===== src/core/iwdt_pkg.sv =====
// Shared constants, field layouts and types of the instruction word decoder.
// Assumes a 24-bit program word with the opcode in the top byte.
package iwdt_pkg;

	// Widths
	localparam int WORD_W  = 24;
	localparam int OPC_W   = 8;
	localparam int OPND_W  = 16;
	localparam int REG_W   = 4;
	localparam int MODE_W  = 3;
	localparam int LIT_W   = 10;
	localparam int FILE_W  = 13;
	localparam int CYC_W   = 2;

	// Opcodes with a fixed meaning
	localparam logic [OPC_W-1:0] OPC_NOP        = 8'h00;
	localparam logic [OPC_W-1:0] OPC_COMPUTED   = 8'h01;
	localparam logic [OPC_W-1:0] OPC_CALL_ABS   = 8'h02;
	localparam logic [OPC_W-1:0] OPC_JUMP_ABS   = 8'h04;
	localparam logic [OPC_W-1:0] OPC_INT_EXIT   = 8'h05;
	localparam logic [OPC_W-1:0] OPC_RETURN     = 8'h06;
	localparam logic [OPC_W-1:0] OPC_MOVE_DWORD = 8'h08;
	localparam logic [OPC_W-1:0] OPC_JUMP_REL   = 8'h37;
	localparam logic [OPC_W-1:0] OPC_SKIP_CLR   = 8'hA6;
	localparam logic [OPC_W-1:0] OPC_SKIP_SET   = 8'hA7;
	localparam logic [OPC_W-1:0] OPC_TBL_RD     = 8'hBA;
	localparam logic [OPC_W-1:0] OPC_TBL_WR     = 8'hBB;

	// Opcode groups by upper nibble
	localparam logic [3:0] GRP_COND  = 4'h3;
	localparam logic [3:0] GRP_W3_LO = 4'h4;
	localparam logic [3:0] GRP_W3_HI = 4'h6;
	localparam logic [3:0] GRP_LIT   = 4'h7;
	localparam logic [3:0] GRP_BIT   = 4'hA;
	localparam logic [3:0] GRP_FILE  = 4'hE;

	// Operand field positions
	localparam int SRC_LSB        = 0;
	localparam int DST_LSB        = 7;
	localparam int W3_BYTE_POS    = 14;
	localparam int FILE_BYTE_POS  = 14;
	localparam int FILE_W0_POS    = 13;
	localparam int BIT_FILE_POS   = 15;
	localparam int BIT_BASE_POS   = 14;
	localparam int BIT_BASE_LSB   = 10;
	localparam int LIT_BYTE_POS   = 15;
	localparam int LIT_HASDST_POS = 14;
	localparam int LIT_LSB        = 4;
	localparam int LIT_DST_LSB    = 0;

	// Limits and cycle counts
	localparam logic [LIT_W-1:0] BYTE_LIT_MAX = 10'h0FF;
	localparam logic [REG_W-1:0] DEFAULT_WORKING_REG = 4'h0;
	localparam logic [CYC_W-1:0] CYC_1 = 2'h1;
	localparam logic [CYC_W-1:0] CYC_2 = 2'h2;
	localparam logic [CYC_W-1:0] CYC_3 = 2'h3;

	typedef enum logic [3:0] {
		CLS_NOP, CLS_W3, CLS_FILE, CLS_BIT, CLS_LIT, CLS_COND, CLS_JREL,
		CLS_IND, CLS_TABLE, CLS_RET, CLS_SKIP, CLS_DWORD, CLS_OTHER
	} iwdt_class_t;

	typedef enum logic {ST_FIRST, ST_EXT} iwdt_state_t;

	typedef struct packed {
		logic [REG_W-1:0]  baseReg;
		logic [REG_W-1:0]  srcReg;
		logic [MODE_W-1:0] srcMode;
		logic [REG_W-1:0]  dstReg;
		logic [MODE_W-1:0] dstMode;
		logic              hasDst;
		logic              dstIsW0;
		logic              isByte;
		logic [FILE_W-1:0] fileAddr;
		logic [LIT_W-1:0]  lit;
		logic [3:0]        bitPos;
		logic              bitFromBase;
		logic              targetIsFile;
	} iwdt_ops_t;

	localparam iwdt_ops_t OPS_RST = '0;

endpackage : iwdt_pkg


===== src/core/iwdt_reg_field.sv =====
// Extracts one working register selector and its address mode from an operand.
// Assumes the mode field sits directly above the register field.
`timescale 1ns/1ps
`default_nettype none
module iwdt_reg_field import iwdt_pkg::*; #(
	parameter int LSB = 0
) (
	// Operand bits
	input  wire logic [OPND_W-1:0] opnd,
	// Selected register and mode
	output logic      [REG_W-1:0]  regSel,
	output logic      [MODE_W-1:0] mode
);

	assign regSel = opnd[LSB +: REG_W];
	assign mode   = opnd[LSB + REG_W +: MODE_W];

endmodule : iwdt_reg_field
`default_nettype wire


===== src/core/iwdt_classify.sv =====
// Classifies one program word by its opcode byte.
// Assumes a purely combinational use on the core clock.
`timescale 1ns/1ps
`default_nettype none
module iwdt_classify import iwdt_pkg::*; (
	// Program word
	input  wire logic [WORD_W-1:0] word,
	// Class
	output var iwdt_class_t        cls,
	output logic                   isDword
);

	logic [OPC_W-1:0] opc;

	assign opc     = word[WORD_W-1 -: OPC_W];
	assign isDword = (cls == CLS_DWORD);

	always_comb begin
		cls = CLS_OTHER;
		if (opc == OPC_NOP)
			cls = CLS_NOP;
		else if (opc == OPC_CALL_ABS || opc == OPC_JUMP_ABS || opc == OPC_MOVE_DWORD)
			cls = CLS_DWORD;
		else if (opc == OPC_COMPUTED)
			cls = CLS_IND;
		else if (opc == OPC_RETURN || opc == OPC_INT_EXIT)
			cls = CLS_RET;
		else if (opc == OPC_JUMP_REL)
			cls = CLS_JREL;
		else if (opc == OPC_SKIP_CLR || opc == OPC_SKIP_SET)
			cls = CLS_SKIP;
		else if (opc == OPC_TBL_RD || opc == OPC_TBL_WR)
			cls = CLS_TABLE;
		else if (opc[7:4] == GRP_COND)
			cls = CLS_COND;
		else if (opc[7:4] >= GRP_W3_LO && opc[7:4] <= GRP_W3_HI)
			cls = CLS_W3;
		else if (opc[7:4] == GRP_LIT)
			cls = CLS_LIT;
		else if (opc[7:4] == GRP_BIT)
			cls = CLS_BIT;
		else if (opc[7:4] == GRP_FILE)
			cls = CLS_FILE;
	end

endmodule : iwdt_classify
`default_nettype wire


===== src/core/iwdt_decoder.sv =====
// Instruction word decoder with cycle count reporting.
// Assumes the fetch stage offers one word with its successor, and execution
// supplies the condition result in the same cycle.
// Notes on behaviour
// - Nearly all instructions are one 24-bit word; three take two words.
// - Single words carry an 8-bit opcode plus operand fields.
// - Double-word instructions span 48 bits; extension top byte is zero.
// - An extension word executed alone behaves as a no-operation.
// - Most single-word instructions take one cycle.
// - Taken condition or program counter change costs two cycles.
// - Jumps, indirect calls, table accesses and returns take two or three cycles.
// - Taken skip costs two cycles, three over a double-word instruction.
// - Double-word instructions, double moves included, take two cycles.
// - Register instructions decode base, source and destination with modes.
// - Memory-operand instructions decode an address and memory or register zero.
// - Bit instructions decode register or memory target plus bit position.
// - Literal arithmetic decodes base, literal and optional destination.
// - Ten-bit literal limited to 255 in byte mode, 1023 in word mode.
// - Register fields select one of sixteen working registers.
`timescale 1ns/1ps
`default_nettype none
module iwdt_decoder import iwdt_pkg::*; (
	// Clock and reset
	input  wire logic              clock,
	input  wire logic              rst,
	// Fetch side
	input  wire logic              wordValid,
	input  wire logic [WORD_W-1:0] word,
	input  wire logic [WORD_W-1:0] nextWord,
	// Execution side
	input  wire logic              condTrue,
	// Decoded instruction
	output logic                   issueValid,
	output var iwdt_class_t        issueClass,
	output var iwdt_ops_t          issueOps,
	output logic      [CYC_W-1:0]  issueCycles,
	output logic                   litOverRange,
	// Extension word
	output logic                   needExt,
	output logic                   extValid,
	output logic      [OPND_W-1:0] extWord,
	output logic                   extError
);

	iwdt_state_t       state;
	iwdt_class_t       curClass;
	iwdt_ops_t         next_ops;
	logic              curDword;
	logic              nextDword;
	logic [OPC_W-1:0]  opc;
	logic [OPND_W-1:0] opnd;
	logic [REG_W-1:0]  srcReg;
	logic [MODE_W-1:0] srcMode;
	logic [REG_W-1:0]  dstReg;
	logic [MODE_W-1:0] dstMode;
	logic [CYC_W-1:0]  next_cycles;
	logic              next_litOver;
	logic              takeFirst;
	logic              takeExt;

	assign opc       = word[WORD_W-1 -: OPC_W];
	assign opnd      = word[OPND_W-1:0];
	assign takeFirst = wordValid && (state == ST_FIRST);
	assign takeExt   = wordValid && (state == ST_EXT);

	// Word classes of the current and following words
	iwdt_classify u_curClass (
		.word    (word),
		.cls     (curClass),
		.isDword (curDword)
	);

	iwdt_classify u_nextClass (
		.word    (nextWord),
		.cls     (),
		.isDword (nextDword)
	);

	// Source and destination register fields
	iwdt_reg_field #(.LSB(SRC_LSB)) u_srcField (
		.opnd   (opnd),
		.regSel (srcReg),
		.mode   (srcMode)
	);

	iwdt_reg_field #(.LSB(DST_LSB)) u_dstField (
		.opnd   (opnd),
		.regSel (dstReg),
		.mode   (dstMode)
	);

	// Operand decode per class
	always_comb begin
		next_ops = OPS_RST;
		case (curClass)
			CLS_W3: begin
				next_ops.baseReg = opc[REG_W-1:0];
				next_ops.srcReg  = srcReg;
				next_ops.srcMode = srcMode;
				next_ops.dstReg  = dstReg;
				next_ops.dstMode = dstMode;
				next_ops.hasDst  = 1'b1;
				next_ops.isByte  = opnd[W3_BYTE_POS];
			end
			CLS_FILE: begin
				next_ops.fileAddr = opnd[FILE_W-1:0];
				next_ops.dstIsW0  = opnd[FILE_W0_POS];
				next_ops.dstReg   = DEFAULT_WORKING_REG;
				next_ops.hasDst   = opnd[FILE_W0_POS];
				next_ops.isByte   = opnd[FILE_BYTE_POS];
			end
			CLS_BIT, CLS_SKIP: begin
				next_ops.targetIsFile = opnd[BIT_FILE_POS];
				next_ops.bitPos       = opc[3:0];
				if (opnd[BIT_FILE_POS]) begin
					next_ops.fileAddr = opnd[FILE_W-1:0];
				end else begin
					next_ops.srcReg      = srcReg;
					next_ops.srcMode     = srcMode;
					next_ops.bitFromBase = opnd[BIT_BASE_POS];
					next_ops.baseReg     = opnd[BIT_BASE_LSB +: REG_W];
					if (opnd[BIT_BASE_POS])
						next_ops.bitPos = 4'h0;
				end
			end
			CLS_LIT: begin
				next_ops.baseReg = opc[REG_W-1:0];
				next_ops.isByte  = opnd[LIT_BYTE_POS];
				next_ops.lit     = opnd[LIT_LSB +: LIT_W];
				next_ops.hasDst  = opnd[LIT_HASDST_POS];
				next_ops.dstReg  = opnd[LIT_HASDST_POS] ? opnd[LIT_DST_LSB +: REG_W] : opc[REG_W-1:0];
			end
			default: begin
			end
		endcase
	end

	// Byte-mode literal range check
	always_comb begin
		next_litOver = (curClass == CLS_LIT) && opnd[LIT_BYTE_POS]
			&& (opnd[LIT_LSB +: LIT_W] > BYTE_LIT_MAX);
	end

	// Cycle count per class
	always_comb begin
		case (curClass)
			CLS_COND:                    next_cycles = condTrue ? CYC_2 : CYC_1;
			CLS_JREL, CLS_IND, CLS_TABLE: next_cycles = CYC_2;
			CLS_RET:                     next_cycles = CYC_3;
			CLS_SKIP:                    next_cycles = !condTrue ? CYC_1 : (nextDword ? CYC_3 : CYC_2);
			CLS_DWORD:                   next_cycles = CYC_2;
			default:                     next_cycles = CYC_1;
		endcase
	end

	// Word sequencing
	always_ff @(posedge clock or posedge rst) begin
		if (rst) begin
			state <= ST_FIRST;
		end else if (wordValid) begin
			case (state)
				ST_FIRST: state <= curDword ? ST_EXT : ST_FIRST;
				ST_EXT:   state <= ST_FIRST;
				default:  state <= ST_FIRST;
			endcase
		end
	end

	// Issue of a first word
	always_ff @(posedge clock or posedge rst) begin
		if (rst) begin
			issueValid   <= 1'b0;
			issueClass   <= CLS_NOP;
			issueOps     <= OPS_RST;
			issueCycles  <= CYC_1;
			litOverRange <= 1'b0;
		end else begin
			issueValid <= takeFirst;
			if (takeFirst) begin
				issueClass   <= curClass;
				issueOps     <= next_ops;
				issueCycles  <= next_cycles;
				litOverRange <= next_litOver;
			end
		end
	end

	// Extension request to fetch
	always_ff @(posedge clock or posedge rst) begin
		if (rst)
			needExt <= 1'b0;
		else if (wordValid)
			needExt <= takeFirst && curDword;
	end

	// Extension word capture
	always_ff @(posedge clock or posedge rst) begin
		if (rst) begin
			extValid <= 1'b0;
			extWord  <= '0;
			extError <= 1'b0;
		end else begin
			extValid <= takeExt;
			if (takeExt) begin
				extWord  <= opnd;
				extError <= |opc;
			end
		end
	end

	AST_DWORD_EXT: assert property (@(posedge clock) disable iff (rst)
		takeFirst && curDword |=> needExt && issueValid && issueCycles == CYC_2 && issueClass == CLS_DWORD)
		else $error("double-word instruction did not request its extension");

	AST_EXT_NOT_ISSUED: assert property (@(posedge clock) disable iff (rst)
		takeExt |=> !issueValid && extValid && !needExt)
		else $error("extension word was issued as an instruction");

	AST_EXT_TOP_ZERO: assert property (@(posedge clock) disable iff (rst)
		takeExt |=> extError == ($past(opc) != 8'h00) && extWord == $past(opnd))
		else $error("extension word check wrong");

	AST_LONE_EXT_NOP: assert property (@(posedge clock) disable iff (rst)
		takeFirst && opc == OPC_NOP |=> issueClass == CLS_NOP && issueCycles == CYC_1 && !needExt)
		else $error("lone extension word not a no-operation");

	AST_SKIP_CYCLES: assert property (@(posedge clock) disable iff (rst)
		takeFirst && curClass == CLS_SKIP && condTrue |=> issueCycles == ($past(nextDword) ? CYC_3 : CYC_2))
		else $error("taken skip has wrong cycle count");

	AST_COND_CYCLES: assert property (@(posedge clock) disable iff (rst)
		takeFirst && curClass == CLS_COND |=> issueCycles == ($past(condTrue) ? CYC_2 : CYC_1))
		else $error("conditional branch cycle count wrong");

	AST_RET_CYCLES: assert property (@(posedge clock) disable iff (rst)
		takeFirst && (opc == OPC_RETURN || opc == OPC_INT_EXIT) |=> issueCycles == CYC_3)
		else $error("return cycle count wrong");

	AST_JUMP_CYCLES: assert property (@(posedge clock) disable iff (rst)
		takeFirst && (opc == OPC_JUMP_REL || opc == OPC_TBL_RD || opc == OPC_COMPUTED) |=> issueCycles == CYC_2)
		else $error("jump or table cycle count wrong");

	AST_W3_ONE: assert property (@(posedge clock) disable iff (rst)
		takeFirst && curClass == CLS_W3 |=> issueCycles == CYC_1 && issueOps.baseReg == $past(opc[3:0]))
		else $error("register instruction decode wrong");

	AST_LIT_RANGE: assert property (@(posedge clock) disable iff (rst)
		issueValid && issueClass == CLS_LIT |-> litOverRange == (issueOps.isByte && issueOps.lit > 10'h0FF))
		else $error("byte literal range flag wrong");

	AST_FILE_W0: assert property (@(posedge clock) disable iff (rst)
		issueValid && issueClass == CLS_FILE |-> issueOps.dstReg == 4'h0 && issueOps.hasDst == issueOps.dstIsW0)
		else $error("memory operand destination wrong");

	AST_SINGLE_NO_EXT: assert property (@(posedge clock) disable iff (rst)
		takeFirst && !curDword |=> issueValid && !needExt)
		else $error("single-word instruction requested an extension");

	AST_W3_FIELDS: assert property (@(posedge clock) disable iff (rst)
		takeFirst && curClass == CLS_W3 |=> issueOps.hasDst
			&& issueOps.srcReg == $past(opnd[SRC_LSB +: REG_W]) && issueOps.dstReg == $past(opnd[DST_LSB +: REG_W]))
		else $error("register operand fields wrong");

	AST_LIT_DST: assert property (@(posedge clock) disable iff (rst)
		issueValid && issueClass == CLS_LIT && !issueOps.hasDst |-> issueOps.dstReg == issueOps.baseReg)
		else $error("literal destination without field differs from base");

	AST_BIT_FROM_BASE: assert property (@(posedge clock) disable iff (rst)
		issueValid && issueClass == CLS_BIT && issueOps.bitFromBase |-> !issueOps.targetIsFile && issueOps.bitPos == 4'h0)
		else $error("bit position from base register decoded wrong");

	AST_BIT_LITERAL: assert property (@(posedge clock) disable iff (rst)
		takeFirst && curClass == CLS_BIT && !opnd[BIT_BASE_POS] |=> issueOps.bitPos == $past(opc[3:0]))
		else $error("literal bit position decoded wrong");

	AST_FILE_ADDR: assert property (@(posedge clock) disable iff (rst)
		takeFirst && curClass == CLS_FILE |=> issueOps.fileAddr == $past(opnd[FILE_W-1:0])
			&& issueOps.isByte == $past(opnd[FILE_BYTE_POS]))
		else $error("memory operand address decoded wrong");

	AST_ISSUE_ONLY_FIRST: assert property (@(posedge clock) disable iff (rst)
		!takeFirst |=> !issueValid)
		else $error("issue without a first word");

	AST_EXT_ONLY_TAKEN: assert property (@(posedge clock) disable iff (rst)
		!takeExt |=> !extValid)
		else $error("extension capture without an extension word");

	AST_DWORD_MOVE: assert property (@(posedge clock) disable iff (rst)
		takeFirst && opc == OPC_MOVE_DWORD |=> issueCycles == CYC_2 && needExt)
		else $error("double move cycle count wrong");

	AST_TABLE_WR: assert property (@(posedge clock) disable iff (rst)
		takeFirst && opc == OPC_TBL_WR |=> issueCycles == CYC_2 && issueClass == CLS_TABLE)
		else $error("table write cycle count wrong");

	AST_SKIP_NOT_TAKEN: assert property (@(posedge clock) disable iff (rst)
		takeFirst && curClass == CLS_SKIP && !condTrue |=> issueCycles == CYC_1)
		else $error("skip not performed has wrong cycle count");

	COV_DWORD_PAIR: cover property (@(posedge clock) disable iff (rst) takeFirst && curDword ##1 takeExt);
	COV_SKIP_DOUBLE: cover property (@(posedge clock) disable iff (rst)
		issueValid && issueClass == CLS_SKIP && issueCycles == CYC_3);
	COV_COND_TAKEN: cover property (@(posedge clock) disable iff (rst)
		issueValid && issueClass == CLS_COND && issueCycles == CYC_2);
	COV_LIT_OVER: cover property (@(posedge clock) disable iff (rst) litOverRange && issueValid);
	COV_EXT_ERROR: cover property (@(posedge clock) disable iff (rst) extValid && extError);

endmodule : iwdt_decoder
`default_nettype wire


===== config.mk =====
export PLATFORM = sky130hd
export DESIGN_NAME = iwdt_decoder
export DESIGN_NICKNAME = d
export VERILOG_FILES = /design/src/core/iwdt_pkg.sv /design/src/core/iwdt_reg_field.sv /design/src/core/iwdt_classify.sv /design/src/core/iwdt_decoder.sv
export SDC_FILE = /design/constraint.sdc
export NUM_CORES = 1
export LEC_CHECK = 0
export BUFFER_PORTS_ARGS = -buffer_cell sky130_fd_sc_hd__buf_2
export CAP_MARGIN = 0
export CORE_UTILIZATION = 30
export CTS_BUF_LIST = sky130_fd_sc_hd__clkbuf_16
export DETAILED_ROUTE_END_ITERATION = 7
export GPL_ROUTABILITY_DRIVEN = 0
export PLACE_DENSITY_LB_ADDON = 0.15
export SLEW_MARGIN = 5
export SYNTH_ARGS = -nofsm -noshare
export SYNTH_HDL_FRONTEND = slang
export SYNTH_HIERARCHICAL = 1
export SYNTH_SLANG_ARGS = --single-unit

===== constraint.sdc =====
create_clock -name clock -period 5.91 [get_ports clock]
set_input_delay 0.591 -clock clock [delete_from_list [all_inputs] [get_ports clock]]
set_output_delay 0.591 -clock clock [all_outputs]
set_load 0.01 [all_outputs]

==> flow_summary.ini <==
[critical_path]
rrSetupSlack_ns = 4.30
path_class = in -> reg
critPathLaunchType = input pin
required_ns = 6.14
crit_arrival_ns = 3.33
cp-end-kind = register
cp_max_fo = 17
r2r_end = issueOps[29]
reg2reg_depth = 4
r2r_start = state
critical_path.startpoint = word[23]

[cells_and_area]
stdcell_count = 645
final_cell_mix = 112 x buf_2, 78 x nand2_1, 77 x dfrtp_1
fin_util_pct = 37.28
post-route-cell-area_sq_um = 4705
diodes = 0
drive_gt1_share_pct = 35.10
final_common_cell = buf_2
final_nets = 521
syn_to_final_growth_pct = 20.90

[drt]
first_iter_violations = 175
first_pass_iters = 4
num_vias = 3156
wl_um = 10920
drc_errors = 0
viasPerCell = 4.893
ant_nets = 0
wl_per_cell_um = 16.93

[floorplan]
core_area_sq_um = 12620
die_h_um = 115.9
die_area_sq_um = 13430
fp.dieW_um = 115.9
ios = 129
start_util_pct = 30.83
rows = 41

[global_routing]
grt_usage_pct = 17.13
grt_max_degree = 79
grt_antenna_before_repair = 0
grt_pass1_vias = 3077
grt_pass1_wl_um = 17310
overflow = 0

[sta]
layout_min_cycle_time_ns = 3.092
skew_ns = 0.003400
max_freq_mhz = 323.5
rsz0062_at_grt = false
tightest_slew_ns = 1.021
finalSetupViolations = 0
finalCritPeriodShare_pct = 52.31
slew_viol_final = 0
hold_violations = 0
setup_ws_ns = 2.818
tns_ns = 0
maxSlewHeadroom_pct = 31.97
timing.hold.ws_ns = 0.4689

[worst_hold_path]
whs_path_depth = 2
hp-start = issueCycles[0]
hold_end = issueCycles[0]
min_path_type = reg -> reg

[clock_tree]
cts_setup_buffers = 0
post_cts_resized = 0
cts_root_buf = clkbuf_16
cts.path.max_buffers = 2
insertion_delay_ns = 0.33
cts_tree = built
cts_made_buffers = 9
clock_sinks = 78
cts.clk_slew.worst_paths_ns = 0.06
htree_levels = 3
hold_buffers = 0

[placed_design]
placed_cells = 630
place_ws_ns = 2.487
numPortBuffers = 112
dpl.hpwl_um = 7268
dpl_cell_area_sq_um = 4424

[yosys]
syn_area_per_cell_sq_um = 10.16
synth_area_sq_um = 3891
synth_fp_nets = 435
ys_warn_count = 6
synthCells = 383

[pwr]
power.density_nw_per_um2 = 294.3
p_sw_share_pct = 27.92
p_leak_nw = 2.338
p_int_mw = 0.9979
p_total_mw = 1.385
seqPwrFrac_pct = 43.7
power_frac_clock_pct = 38.8
power.switching_mw = 0.3866
p_comb_share_pct = 17.5
irDropWorstVdd_uv = 122.0

[flow_run]
drv_cap = 0

[status]
status = finished, final reports clean
## routing by layer
metal	vias to the layer above	GRT usage (%)	share of wire [%]
met2	90	26.35	46
li1	1498	-	-
met3	11	3.661	5.7
met4	0	6.068	1.3
met1	1557	23.75	47
met5	-	0	0
## flip-flops by register name (all words and copies together) (netlist names)
| register | cells |
|---|---|
| issueOps | 50 |
| extWord | 16 |
| issueClass | 4 |
| issueCycles | 2 |
| extError | 1 |
| extValid | 1 |
| issueValid | 1 |
| litOverRange | 1 |
| needExt | 1 |
| state | 1 |
## power by group through the flow
stage	logic [mW]	clock network [mW]	registers [mW]
after global routing	0.268	0.577	0.612
after detailed placement	0.246	0	0.615
after global placement	0.244	0	0.613
after floorplan	0.132	0	0.636
after CTS	0.247	0.555	0.606
final	0.242	0.537	0.606
## worst max-delay path, stage by stage
cell and delay (ns):
buf_2 0.16, or4_4 0.57, or4_4 0.44, o41ai_1 0.08, a21o_1 0.64, nand2b_1 0.48, o31ai_1 0.36
## worst max path at each step
stage	to	slack, ns	cells after the start
floorplan	issueOps[10]	3.09	10
global placement	issueOps[20]	2.53	7
detailed placement	issueOps[17]	2.49	7
CTS	issueOps[22]	2.83	7
global route	issueOps[28]	2.66	7
finish	issueOps[19]	2.82	7
## area by class of cell
type	instances	area, sq um
clock buffers	9	225.2
clock inverters	6	55.05
fillers	1347	7915
inverters	9	35.03
multi-input cells	253	1615
flip-flops and latches	78	1953
well taps	172	215.2
repair buffers	118	605.6
No activity file was read; power rests on OpenSTA's default activity.
